**src/pkg/hs_lane_pkg.sv**
```systemverilog
// Constants, timing counts and state codes of the high-speed lane transmitter.
package hs_lane_pkg;

  // ==========================================================================
  // Clock and bit period
  // ==========================================================================
  localparam int CLK_PERIOD_PS = 25000;
  // Two bits leave per clock cycle, so one bit lasts half a clock period.
  localparam int UI_PS         = CLK_PERIOD_PS / 2;
  localparam int UI_MAX_PS     = 12500;
  localparam int CNT_W         = 8;
  localparam int PAIR_W        = 2;
  localparam int BYTE_W        = 8;
  localparam int BYTE_PAIRS    = BYTE_W / PAIR_W;
  localparam int TRAIL_N       = 1;

  // ==========================================================================
  // Printed times in ns and unit-interval multiples, and the clock trail minimum in cycles
  // ==========================================================================
  localparam int LPX_NS            = 50;
  localparam int HS_PREP_MIN_NS    = 40;
  localparam int HS_PREP_MIN_UI    = 4;
  localparam int HS_PREP_MAX_NS    = 85;
  localparam int HS_PREP_MAX_UI    = 6;
  localparam int HS_PREP_ZERO_NS   = 145;
  localparam int HS_PREP_ZERO_UI   = 10;
  localparam int TRAIL_BASE_NS     = 60;
  localparam int TRAIL_LONG_UI     = 8;
  localparam int TRAIL_SHORT_UI    = 4;
  localparam int EXIT_NS           = 100;
  localparam int CLK_POST_NS       = 60;
  localparam int CLK_POST_UI       = 52;
  localparam int CLK_PRE_UI        = 8;
  localparam int CLK_PREP_NS       = 38;
  localparam int CLK_PREP_ZERO_NS  = 300;
  localparam int CLK_TRAIL_MIN_CYC = 1;

  function automatic int ceil_cyc(input int ps);
    int c;
    c = (ps + CLK_PERIOD_PS - 1) / CLK_PERIOD_PS;
    return (c < 1) ? 1 : c;
  endfunction : ceil_cyc

  function automatic int floor_cyc(input int ps);
    int c;
    c = ps / CLK_PERIOD_PS;
    return (c < 1) ? 1 : c;
  endfunction : floor_cyc

  function automatic int max2(input int a, input int b);
    return (a > b) ? a : b;
  endfunction : max2

  // ==========================================================================
  // Cycle counts
  // ==========================================================================
  localparam logic [CNT_W-1:0] LPX_CYC          = CNT_W'(ceil_cyc(LPX_NS * 1000));
  localparam logic [CNT_W-1:0] HS_PREP_MIN_CYC  =
    CNT_W'(ceil_cyc(HS_PREP_MIN_NS * 1000 + HS_PREP_MIN_UI * UI_PS));
  localparam logic [CNT_W-1:0] HS_PREP_MAX_CYC  =
    CNT_W'(floor_cyc(HS_PREP_MAX_NS * 1000 + HS_PREP_MAX_UI * UI_PS));
  localparam logic [CNT_W-1:0] HS_PREP_ZERO_CYC =
    CNT_W'(ceil_cyc(HS_PREP_ZERO_NS * 1000 + HS_PREP_ZERO_UI * UI_PS));
  localparam logic [CNT_W-1:0] HS_ZERO_CYC      = HS_PREP_ZERO_CYC - HS_PREP_MIN_CYC;
  localparam logic [CNT_W-1:0] TRAIL_CYC        = CNT_W'(ceil_cyc(max2(
    TRAIL_N * TRAIL_LONG_UI * UI_PS, TRAIL_BASE_NS * 1000 + TRAIL_N * TRAIL_SHORT_UI * UI_PS)));
  localparam logic [CNT_W-1:0] EXIT_CYC         = CNT_W'(ceil_cyc(EXIT_NS * 1000));
  localparam logic [CNT_W-1:0] CLK_POST_CYC     =
    CNT_W'(ceil_cyc(CLK_POST_NS * 1000 + CLK_POST_UI * UI_PS));
  localparam logic [CNT_W-1:0] CLK_PRE_CYC      = CNT_W'(ceil_cyc(CLK_PRE_UI * UI_PS));
  localparam logic [CNT_W-1:0] CLK_PREP_CYC     = CNT_W'(ceil_cyc(CLK_PREP_NS * 1000));
  localparam logic [CNT_W-1:0] CLK_PREP_ZERO_CYC = CNT_W'(ceil_cyc(CLK_PREP_ZERO_NS * 1000));
  localparam logic [CNT_W-1:0] CLK_ZERO_CYC     = CLK_PREP_ZERO_CYC - CLK_PREP_CYC;
  localparam logic [CNT_W-1:0] CLK_TRAIL_CYC    = CNT_W'(CLK_TRAIL_MIN_CYC);
  localparam logic [CNT_W-1:0] POST_EXIT_CYC    =
    (CLK_POST_CYC > EXIT_CYC) ? CLK_POST_CYC : EXIT_CYC;
  localparam logic [CNT_W-1:0] AGE_SAT          = 8'hfe;

  // ==========================================================================
  // Line codes: low-power pairs are {p, n}; high-speed pairs send bit 0 first
  // ==========================================================================
  localparam logic [1:0] LP_STOP         = 2'h3;
  localparam logic [1:0] LP_REQUEST      = 2'h1;
  localparam logic [1:0] LP_BRIDGE       = 2'h0;
  localparam logic [1:0] HS_ZERO_PAIR    = 2'h0;
  localparam logic [1:0] CLK_TOGGLE_PAIR = 2'h2;
  localparam logic [7:0] SYNC_BYTE       = 8'hb8;

  typedef enum logic [13:0] {
    ST_IDLE     = 14'h0001,
    ST_CK_REQ   = 14'h0002,
    ST_CK_PREP  = 14'h0004,
    ST_CK_ZERO  = 14'h0008,
    ST_CK_PRE   = 14'h0010,
    ST_D_REQ    = 14'h0020,
    ST_D_PREP   = 14'h0040,
    ST_D_ZERO   = 14'h0080,
    ST_D_SYNC   = 14'h0100,
    ST_D_DATA   = 14'h0200,
    ST_D_TRAIL  = 14'h0400,
    ST_CK_POST  = 14'h0800,
    ST_CK_TRAIL = 14'h1000,
    ST_EXIT     = 14'h2000
  } tx_state_t;

endpackage : hs_lane_pkg

```
**src/design/hs_lane_tx.sv**
```systemverilog
// Host transmitter that sequences one clock lane and one data lane into bursts.
//
// Summary of operation
// - Every low-power line state driven on either lane is held at least 50 ns.
// - The data lane shows LP-00 for 40+4*UI to 85+6*UI ns right before HS-0.
// - Data-lane LP-00 plus HS-0 together last at least 145+10*UI ns before sync.
// - After the last payload bit the inverted bit is driven for the trail time.
// - After a burst the lane stays at LP-11 at least 100 ns before any change.
// - The clock keeps toggling at least 60+52*UI ns after the data lane is back in LP.
// - The clock toggles at least 8*UI before the data lane leaves LP-11.
// - The clock lane shows LP-00 at least 38 ns before HS-0.
// - Clock-lane LP-00 plus HS-0 last at least 300 ns before toggling starts.
// - The clock lane is held at HS-0 for a trail period before it leaves HS mode.
// - One bit period never exceeds 12.5 ns.
`timescale 1ns/1ps
`default_nettype none
module hs_lane_tx
  import hs_lane_pkg::*;
(
  input  wire logic              clk_i,
  input  wire logic              sys_rst_i,
  input  wire logic [BYTE_W-1:0] tx_data_i,
  input  wire logic              tx_last_i,
  input  wire logic              tx_valid_i,
  output var  logic              tx_ready_o,
  output var  logic              busy_o,
  output var  logic              ck_lp_p_o,
  output var  logic              ck_lp_n_o,
  output var  logic              ck_hs_en_o,
  output var  logic [PAIR_W-1:0] ck_hs_bits_o,
  output var  logic              dl_lp_p_o,
  output var  logic              dl_lp_n_o,
  output var  logic              dl_hs_en_o,
  output var  logic [PAIR_W-1:0] dl_hs_bits_o
);

  typedef struct packed {
    tx_state_t         st;
    logic [CNT_W-1:0]  age;
    logic [BYTE_W-1:0] shreg;
    logic [1:0]        pair_idx;
    logic              last_byte;
    logic              trail_bit;
    logic              busy;
    logic [1:0]        ck_lp;
    logic              ck_hs_en;
    logic [1:0]        ck_hs;
    logic [1:0]        dl_lp;
    logic              dl_hs_en;
    logic [1:0]        dl_hs;
    logic [CNT_W-1:0]  d_lp_age;
    logic [CNT_W-1:0]  c_lp_age;
    logic [CNT_W-1:0]  post_age;
    logic [CNT_W-1:0]  ck_run;
  } tx_t;

  localparam tx_t TX_RESET = '{st: ST_IDLE, age: '0, shreg: '0, pair_idx: '0,
                               last_byte: 1'b0, trail_bit: 1'b0, busy: 1'b0,
                               ck_lp: LP_STOP, ck_hs_en: 1'b0, ck_hs: HS_ZERO_PAIR,
                               dl_lp: LP_STOP, dl_hs_en: 1'b0, dl_hs: HS_ZERO_PAIR,
                               d_lp_age: '0, c_lp_age: '0, post_age: '0, ck_run: '0};

  tx_t               q, d;
  logic [BYTE_W:0]   buf_data;
  logic              buf_valid;
  logic              take;
  logic              ck_toggling;

  // ==========================================================================
  // Input buffer
  // ==========================================================================
  pair_buffer #(
    .WIDTH (BYTE_W + 1),
    .DEPTH (2)
  ) u_buf (
    .clk_i       (clk_i),
    .sys_rst_i   (sys_rst_i),
    .in_data_i   ({tx_last_i, tx_data_i}),
    .in_valid_i  (tx_valid_i),
    .in_ready_o  (tx_ready_o),
    .out_data_o  (buf_data),
    .out_valid_o (buf_valid),
    .out_ready_i (take)
  );

  function automatic logic [CNT_W-1:0] sat_inc(input logic [CNT_W-1:0] v);
    return (v >= AGE_SAT) ? v : v + CNT_W'(1);
  endfunction : sat_inc

  // ==========================================================================
  // Sequencer
  // ==========================================================================
  always_comb begin
    d    = q;
    take = 1'b0;
    d.age = sat_inc(q.age);
    unique case (q.st)
      ST_IDLE: begin
        if (buf_valid && q.age >= LPX_CYC - CNT_W'(1)) begin
          d.st = ST_CK_REQ;
        end
      end
      ST_CK_REQ: begin
        if (q.age >= LPX_CYC - CNT_W'(1)) begin
          d.st = ST_CK_PREP;
        end
      end
      ST_CK_PREP: begin
        if (q.age >= CLK_PREP_CYC - CNT_W'(1)) begin
          d.st = ST_CK_ZERO;
        end
      end
      ST_CK_ZERO: begin
        if (q.age >= CLK_ZERO_CYC - CNT_W'(1)) begin
          d.st = ST_CK_PRE;
        end
      end
      ST_CK_PRE: begin
        if (q.age >= CLK_PRE_CYC - CNT_W'(1)) begin
          d.st = ST_D_REQ;
        end
      end
      ST_D_REQ: begin
        if (q.age >= LPX_CYC - CNT_W'(1)) begin
          d.st = ST_D_PREP;
        end
      end
      ST_D_PREP: begin
        if (q.age >= HS_PREP_MIN_CYC - CNT_W'(1)) begin
          d.st = ST_D_ZERO;
        end
      end
      ST_D_ZERO: begin
        if (q.age >= HS_ZERO_CYC - CNT_W'(1)) begin
          d.st       = ST_D_SYNC;
          d.shreg    = SYNC_BYTE;
          d.pair_idx = '0;
        end
      end
      ST_D_SYNC, ST_D_DATA: begin
        d.shreg    = q.shreg >> PAIR_W;
        d.pair_idx = q.pair_idx + 2'h1;
        if (q.pair_idx == 2'(BYTE_PAIRS - 1)) begin
          // A byte boundary: fetch the next word, or close the burst when the
          // stream ended or ran dry, since a running burst cannot pause.
          if (buf_valid && !(q.st == ST_D_DATA && q.last_byte)) begin
            take        = 1'b1;
            d.st        = ST_D_DATA;
            d.shreg     = buf_data[BYTE_W-1:0];
            d.last_byte = buf_data[BYTE_W];
            d.pair_idx  = '0;
          end else begin
            d.st        = ST_D_TRAIL;
            d.trail_bit = ~q.dl_hs[1];
          end
        end
      end
      ST_D_TRAIL: begin
        if (q.age >= TRAIL_CYC - CNT_W'(1)) begin
          d.st = ST_CK_POST;
        end
      end
      ST_CK_POST: begin
        if (q.age >= POST_EXIT_CYC - CNT_W'(1)) begin
          d.st = ST_CK_TRAIL;
        end
      end
      ST_CK_TRAIL: begin
        if (q.age >= CLK_TRAIL_CYC - CNT_W'(1)) begin
          d.st = ST_EXIT;
        end
      end
      ST_EXIT: begin
        if (q.age >= EXIT_CYC - CNT_W'(1)) begin
          d.st = ST_IDLE;
        end
      end
    endcase
    if (d.st != q.st) begin
      d.age = '0;
    end

    // Pin levels follow the state that the lanes enter next.
    d.busy = (d.st != ST_IDLE);
    unique case (d.st)
      ST_IDLE, ST_EXIT:                   d.ck_lp = LP_STOP;
      ST_CK_REQ:                          d.ck_lp = LP_REQUEST;
      default:                            d.ck_lp = LP_BRIDGE;
    endcase
    d.ck_hs_en = !(d.st inside {ST_IDLE, ST_EXIT, ST_CK_REQ, ST_CK_PREP});
    d.ck_hs    = (d.st inside {ST_CK_ZERO, ST_CK_TRAIL}) ? HS_ZERO_PAIR
               : (d.ck_hs_en ? CLK_TOGGLE_PAIR : HS_ZERO_PAIR);
    unique case (d.st)
      ST_D_REQ:                           d.dl_lp = LP_REQUEST;
      ST_D_PREP, ST_D_ZERO, ST_D_SYNC,
      ST_D_DATA, ST_D_TRAIL:              d.dl_lp = LP_BRIDGE;
      default:                            d.dl_lp = LP_STOP;
    endcase
    d.dl_hs_en = (d.st inside {ST_D_ZERO, ST_D_SYNC, ST_D_DATA, ST_D_TRAIL});
    unique case (d.st)
      ST_D_SYNC, ST_D_DATA:               d.dl_hs = d.shreg[PAIR_W-1:0];
      ST_D_TRAIL:                         d.dl_hs = {PAIR_W{d.trail_bit}};
      default:                            d.dl_hs = HS_ZERO_PAIR;
    endcase

    // Ages of the visible line states, read by the checks below.
    d.d_lp_age = (d.dl_lp != q.dl_lp) ? '0 : sat_inc(q.d_lp_age);
    d.c_lp_age = (d.ck_lp != q.ck_lp) ? '0 : sat_inc(q.c_lp_age);
    d.post_age = (q.dl_hs_en && !d.dl_hs_en) ? '0 : sat_inc(q.post_age);
    d.ck_run   = ck_toggling ? sat_inc(q.ck_run) : '0;
  end

  always_ff @(posedge clk_i or posedge sys_rst_i) begin
    if (sys_rst_i) begin
      q <= TX_RESET;
    end else begin
      q <= d;
    end
  end

  assign ck_toggling  = q.ck_hs_en && (q.ck_hs == CLK_TOGGLE_PAIR);
  assign busy_o       = q.busy;
  assign ck_lp_p_o    = q.ck_lp[1];
  assign ck_lp_n_o    = q.ck_lp[0];
  assign ck_hs_en_o   = q.ck_hs_en;
  assign ck_hs_bits_o = q.ck_hs;
  assign dl_lp_p_o    = q.dl_lp[1];
  assign dl_lp_n_o    = q.dl_lp[0];
  assign dl_hs_en_o   = q.dl_hs_en;
  assign dl_hs_bits_o = q.dl_hs;

  // ==========================================================================
  // Checks
  // ==========================================================================
  property p_data_lpx;
    @(posedge clk_i) disable iff (sys_rst_i)
    ($changed(q.dl_lp) && !$past(q.dl_hs_en)) |-> $past(q.d_lp_age) >= LPX_CYC - CNT_W'(1);
  endproperty
  a_data_lpx: assert property (p_data_lpx) else $error("data LP state too short");

  property p_clock_lpx;
    @(posedge clk_i) disable iff (sys_rst_i)
    ($changed(q.ck_lp) && !$past(q.ck_hs_en)) |-> $past(q.c_lp_age) >= LPX_CYC - CNT_W'(1);
  endproperty
  a_clock_lpx: assert property (p_clock_lpx) else $error("clock LP state too short");

  property p_data_prepare;
    @(posedge clk_i) disable iff (sys_rst_i)
    $rose(dl_hs_en_o) |-> (dl_lp_p_o == 1'b0) && (dl_lp_n_o == 1'b0) &&
      (q.d_lp_age >= HS_PREP_MIN_CYC) && (q.d_lp_age <= HS_PREP_MAX_CYC);
  endproperty
  a_data_prepare: assert property (p_data_prepare) else $error("data prepare out of range");

  property p_data_zero;
    @(posedge clk_i) disable iff (sys_rst_i)
    (q.st == ST_D_SYNC && $past(q.st) == ST_D_ZERO) |-> q.d_lp_age >= HS_PREP_ZERO_CYC;
  endproperty
  a_data_zero: assert property (p_data_zero) else $error("data prepare plus zero too short");

  property p_data_trail;
    @(posedge clk_i) disable iff (sys_rst_i)
    ($past(q.st) == ST_D_TRAIL && q.st != ST_D_TRAIL) |->
      $past(q.age) >= TRAIL_CYC - CNT_W'(1) && $past(dl_hs_bits_o) == {PAIR_W{q.trail_bit}};
  endproperty
  a_data_trail: assert property (p_data_trail) else $error("data trail too short");

  property p_data_exit;
    @(posedge clk_i) disable iff (sys_rst_i)
    $fell(dl_hs_en_o) |-> (dl_lp_p_o && dl_lp_n_o)[*4];
  endproperty
  a_data_exit: assert property (p_data_exit) else $error("data stop state too short");

  property p_clock_post;
    @(posedge clk_i) disable iff (sys_rst_i)
    $fell(ck_toggling) |-> q.post_age >= CLK_POST_CYC && !dl_hs_en_o;
  endproperty
  a_clock_post: assert property (p_clock_post) else $error("clock stopped too early");

  property p_clock_pre;
    @(posedge clk_i) disable iff (sys_rst_i)
    ($past(q.dl_lp) == LP_STOP && q.dl_lp != LP_STOP) |-> ck_toggling && q.ck_run >= CLK_PRE_CYC;
  endproperty
  a_clock_pre: assert property (p_clock_pre) else $error("clock not running before data");

  property p_clock_prepare;
    @(posedge clk_i) disable iff (sys_rst_i)
    $rose(ck_hs_en_o) |-> !ck_lp_p_o && !ck_lp_n_o && q.c_lp_age >= CLK_PREP_CYC;
  endproperty
  a_clock_prepare: assert property (p_clock_prepare) else $error("clock prepare too short");

  property p_clock_zero;
    @(posedge clk_i) disable iff (sys_rst_i)
    $rose(ck_toggling) |-> q.c_lp_age >= CLK_PREP_ZERO_CYC;
  endproperty
  a_clock_zero: assert property (p_clock_zero) else $error("clock prepare plus zero short");

  property p_clock_trail;
    @(posedge clk_i) disable iff (sys_rst_i)
    $fell(ck_hs_en_o) |-> $past(ck_hs_bits_o) == HS_ZERO_PAIR && ck_lp_p_o && ck_lp_n_o;
  endproperty
  a_clock_trail: assert property (p_clock_trail) else $error("clock left HS without trail");

  // A fresh pair must leave on every cycle of a running burst, so that one bit
  // lasts half a clock period and stays inside the longest allowed bit period.
  property p_bit_period;
    @(posedge clk_i) disable iff (sys_rst_i)
    (q.st inside {ST_D_SYNC, ST_D_DATA}) |=>
      (q.pair_idx != $past(q.pair_idx)) && (UI_PS <= UI_MAX_PS);
  endproperty
  a_bit_period: assert property (p_bit_period) else $error("bit period too long");

endmodule : hs_lane_tx
`default_nettype wire

```
**src/design/pair_buffer.sv**
```systemverilog
// Two-entry buffer with valid and ready on both sides.
`timescale 1ns/1ps
`default_nettype none
module pair_buffer #(
  parameter int WIDTH = 9,
  parameter int DEPTH = 2
) (
  input  wire logic             clk_i,
  input  wire logic             sys_rst_i,
  input  wire logic [WIDTH-1:0] in_data_i,
  input  wire logic             in_valid_i,
  output var  logic             in_ready_o,
  output var  logic [WIDTH-1:0] out_data_o,
  output var  logic             out_valid_o,
  input  wire logic             out_ready_i
);
  localparam int PTR_W = (DEPTH > 1) ? $clog2(DEPTH) : 1;
  localparam int CNT_W = $clog2(DEPTH + 1);
  localparam logic [PTR_W-1:0] PTR_LAST = PTR_W'(DEPTH - 1);
  localparam logic [CNT_W-1:0] CNT_FULL = CNT_W'(DEPTH);

  typedef struct packed {
    logic [DEPTH-1:0][WIDTH-1:0] mem;
    logic [PTR_W-1:0]            wr_ptr;
    logic [PTR_W-1:0]            rd_ptr;
    logic [CNT_W-1:0]            count;
    logic                        in_ready;
  } buf_t;

  buf_t q, d;
  logic push, pop;

  always_comb begin
    d    = q;
    push = in_valid_i && q.in_ready;
    pop  = out_valid_o && out_ready_i;
    if (push) begin
      d.mem[q.wr_ptr] = in_data_i;
      d.wr_ptr = (q.wr_ptr == PTR_LAST) ? '0 : q.wr_ptr + PTR_W'(1);
    end
    if (pop) begin
      d.rd_ptr = (q.rd_ptr == PTR_LAST) ? '0 : q.rd_ptr + PTR_W'(1);
    end
    if (push && !pop) begin
      d.count = q.count + CNT_W'(1);
    end else if (pop && !push) begin
      d.count = q.count - CNT_W'(1);
    end
    // Ready is registered, so the writer sees back-pressure one cycle late
    // only in the safe direction: it drops as soon as the last slot fills.
    d.in_ready = (d.count != CNT_FULL);
  end

  always_ff @(posedge clk_i or posedge sys_rst_i) begin
    if (sys_rst_i) begin
      q <= '{mem: '0, wr_ptr: '0, rd_ptr: '0, count: '0, in_ready: 1'b1};
    end else begin
      q <= d;
    end
  end

  assign in_ready_o  = q.in_ready;
  assign out_valid_o = (q.count != '0);
  assign out_data_o  = q.mem[q.rd_ptr];

endmodule : pair_buffer
`default_nettype wire

```
**config.mk**
```make
export PLATFORM = sky130hd
export DESIGN_NAME = hs_lane_tx
export DESIGN_NICKNAME = d
export VERILOG_FILES = /design/src/pkg/hs_lane_pkg.sv /design/src/design/hs_lane_tx.sv /design/src/design/pair_buffer.sv
export SDC_FILE = /design/constraint.sdc
export NUM_CORES = 1
export LEC_CHECK = 0
export BUFFER_PORTS_ARGS = -buffer_cell sky130_fd_sc_hd__buf_4
export CAP_MARGIN = 0
export CELL_PAD_IN_SITES_DETAIL_PLACEMENT = 1
export CELL_PAD_IN_SITES_GLOBAL_PLACEMENT = 2
export CORE_UTILIZATION = 42
export DETAILED_ROUTE_END_ITERATION = 6
export HOLD_SLACK_MARGIN = 0.1
export PLACE_DENSITY_LB_ADDON = 0.15
export SLEW_MARGIN = 40
export SYNTH_ARGS = -nofsm -noshare
export SYNTH_HDL_FRONTEND = slang
export SYNTH_SLANG_ARGS = --single-unit
export TNS_END_PERCENT = 10
```
**constraint.sdc**
```tcl
create_clock -name clk_i -period 5.4 [get_ports clk_i]
set_input_delay 0.54 -clock clk_i [delete_from_list [all_inputs] [get_ports clk_i]]
set_output_delay 0.54 -clock clk_i [all_outputs]
set_load 0.02 [all_outputs]
```
==> results.txt <==
Critical Path AT: 4.28 ns
IO Count: 24
Power per cell area: 473.4 nW/µm²
Core area: 9729 µm²
Post-DR vias/cell: 6.023
Met2 usage: 39.75%
Die area: 10420 µm²
Initial antenna violation count: 0
Worst slew margin relative to its limit: 45.00%
Post-synth EDFFs: 0
First-pass GRT wire length: 19.77 mm
Area grow syn2layout: 10.29%
Starting DRT DRC Count: 243
Clock skew: 0.01073 ns
I/O Buffers: 22
Share of layout cells above drive strength 1: 19.83%
Die Ht: 102.1 µm
Rows: 36
Post_cts resized: 0
Placed Instance Area: 4424 µm²
Post-synthesis sequential area ratio: 40.05%
Critical path launch point type: flop
Synth Area per Inst: 9.304 µm²
Leading area contributor after synthesis: dfrtp_1
Max-cap viol count: 0
Die X-Extent: 102.1 µm
Nets@finish: 477
Synth area leaders: dfrtp_1 (36%), mux2_2 (5.1%), nand2_1 (4.2%), dfstp_2 (3.7%), o21ai_0 (3.0%)
Initial Util: 43.22%
DP Worst Slack: 1.456 ns
Library cells used by synthesis: 73
Synthesized area: 4205 µm²
Synth Register Bits: 67
Drt wl/cell: 20.59 µm
Vias in the first global route: 3664
Largest net degree at the start of global routing: 68
Antenna viol nets, final: 0
DP Wirelength: 8.929 mm
Clock latency at the later pin of the worst-skew pair: 0.36 ns
Final instance area: 4638 µm²
Critical Path RT: 5.65 ns
Via count: 3596
Initial DRT Pass Iterations: 4
Total wire length: 12.29 mm
Fill count: 1179
# clock sinks: 67
CTS tree: built
Register-to-Register Path Depth: 8
CTS Buf Count: 9
Yosys warns: 0
Setup tns final: 0 ns
CP startpoint: q[65]
Met3 usage: 3.967%
Hold Path Class: in2async
Crit Path Max Fanout: 16
Highest Clock Rate: 0.2486 GHz
Final hold vios: 0
Syn_nets: 470
Worst R2R End: ck_hs_en_o
DRC viols: 0
Max-slew violation count: 0
Final Critical Period: 4.022 ns
Slew @ Worst Pin: 0.8200 ns
Crit end category: flop
Clk buf depth: 2
Leak pwr: 1.909 nW
Setup Fix Bufs, Post-CTS: 0
Final Setup Violations: 0
GR Layer Usage met1: 33.42%
Run status: completed
Ys flop type: dfrtp_1
Global-route usage over all layers: 25.37%
Mapped Cells: 452
Reg2reg setup slack: 1.38 ns
Grt ovf: 0
Cts hold-fix bufs: 0
Post-synth ARST share: 100.0%
RSZ-0062 raised after global routing: no
Register area: 1684 µm²
Post-synth top area share: 36.30%
Clock Tree Root: clkbuf_8
Number of antenna diodes: 0
R2R Path Start: q[65]
Critical setup path kind: reg2reg
Final setup margin: 1.378 ns
H-tree Lvls: 3
Tcrit/Tclk final: 74.49%
CTS clock-pin slew for the worst setup and hold paths: 0.08 ns
Global placer's final weighted congestion: 0.9589
GR peak layer: met2
Multi-input gate area: 2320 µm²
Highest ir drop seen on vdd: 0.1959 mV
-- cell usage after synthesis, types with 6 or more instances --
library cell / number
clkbuf_1: 17
nand3_1: 15
ha_1: 6
nor2_1: 27
nor3_1: 18
nor4_1: 9
dfstp_2: 6
o21ai_0: 25
mux2_2: 19
dfrtp_1: 61
a21oi_1: 14
nor2b_1: 10
nand2_1: 47
xnor2_1: 9
buf_2: 6
or3_1: 6
inv_1: 14
mux2i_1: 9
nand4_1: 14
or4_1: 6
-- state kept, by name, summed over array words and instances, names as in the netlist --
register	cells
ck_lp_p_o	1
u_buf.q	22
ck_hs_en_o	1
dl_lp_n_o	1
u_buf.in_ready_o	1
busy_o	1
q	34
dl_hs_bits_o	2
ck_hs_bits_o	1
dl_hs_en_o	1
ck_lp_n_o	1
dl_lp_p_o	1
-- worst max-delay path by stage --
stage | endpoint | slack (ns) | cells past startpoint
4_1_cts | ck_hs_en_o | 1.43 | 8
3_3_place_gp | ck_hs_en_o | 1.57 | 8
2_1_floorplan | dl_lp_p_o | 2.51 | 9
6_report | ck_hs_en_o | 1.38 | 8
3_5_place_dp | ck_hs_en_o | 1.46 | 8
5_1_grt | ck_hs_en_o | 1.10 | 8
-- where the power goes --
part           total, mW  leakage, nW  internal [mW]  switching [mW]
registers          0.732        0.853          0.624           0.107
clock network      0.440       0.0999          0.228           0.212
logic               1.02        0.956          0.398           0.626
total               2.20         1.91           1.25           0.946
-- stage by stage --
stage	hold WS, ns	cells	util (%)	power [mW]
after floorplan	0.4429	452	-	1.453
after global placement	0.4829	581	45.43	1.718
after detailed placement	0.4916	581	45.47	1.746
after CTS	0.3561	597	47.54	2.196
after global routing	0.3947	597	47.67	2.335
final	0.3383	597	47.67	2.196
-- layout by cell type, fill, tap and decap left out, types with 13 or more instances in the layout --
cell	count
nand2_1	47
inv_1	13
nor2_1	27
o21ai_0	25
nor3_1	18
nand4_1	14
nand3_1	15
mux2_2	19
dfrtp_1	61
buf_4	27
a21oi_1	14
-- layout make-up --
type	count	area share, %
Tap cell	133	3.588
Timing Repair Buffer	28	4.613
Sequential cell	67	36.31
Multi-Input combinational cell	339	50.01
Clock inverter	5	1.295
Clock buffer	11	3.048
Inverter	14	1.133
-- metal layers --
| metal | up-vias | wire [µm] |
|---|---|---|
| li1 | 1686 | - |
| met4 | 0 | 468 |
| met3 | 25 | 532 |
| met5 | - | 0 |
| met2 | 87 | 5775 |
| met1 | 1798 | 5516 |
-- critical path, stage by stage, from the launching register on --
cell	delay, ns
dfrtp_1	0.59
nor4_4	0.65
nand2_1	0.35
a2111oi_2	0.58
or4_1	0.48
nand3_1	0.23
a211oi_1	0.57
nand4_1	0.23
and3_1	0.23
-- cells by family after synthesis --
family	after synthesis	synth area share [%]
flops	67	40.05
buf+inv	46	5.088
fa+ha+maj	6	1.785
mux	28	7.230
xor+xnor	14	2.916
compound gates	97	17.26
simple gates	193	25.59
other cells	1	0.08917
No activity file was read; power rests on OpenSTA's default activity.
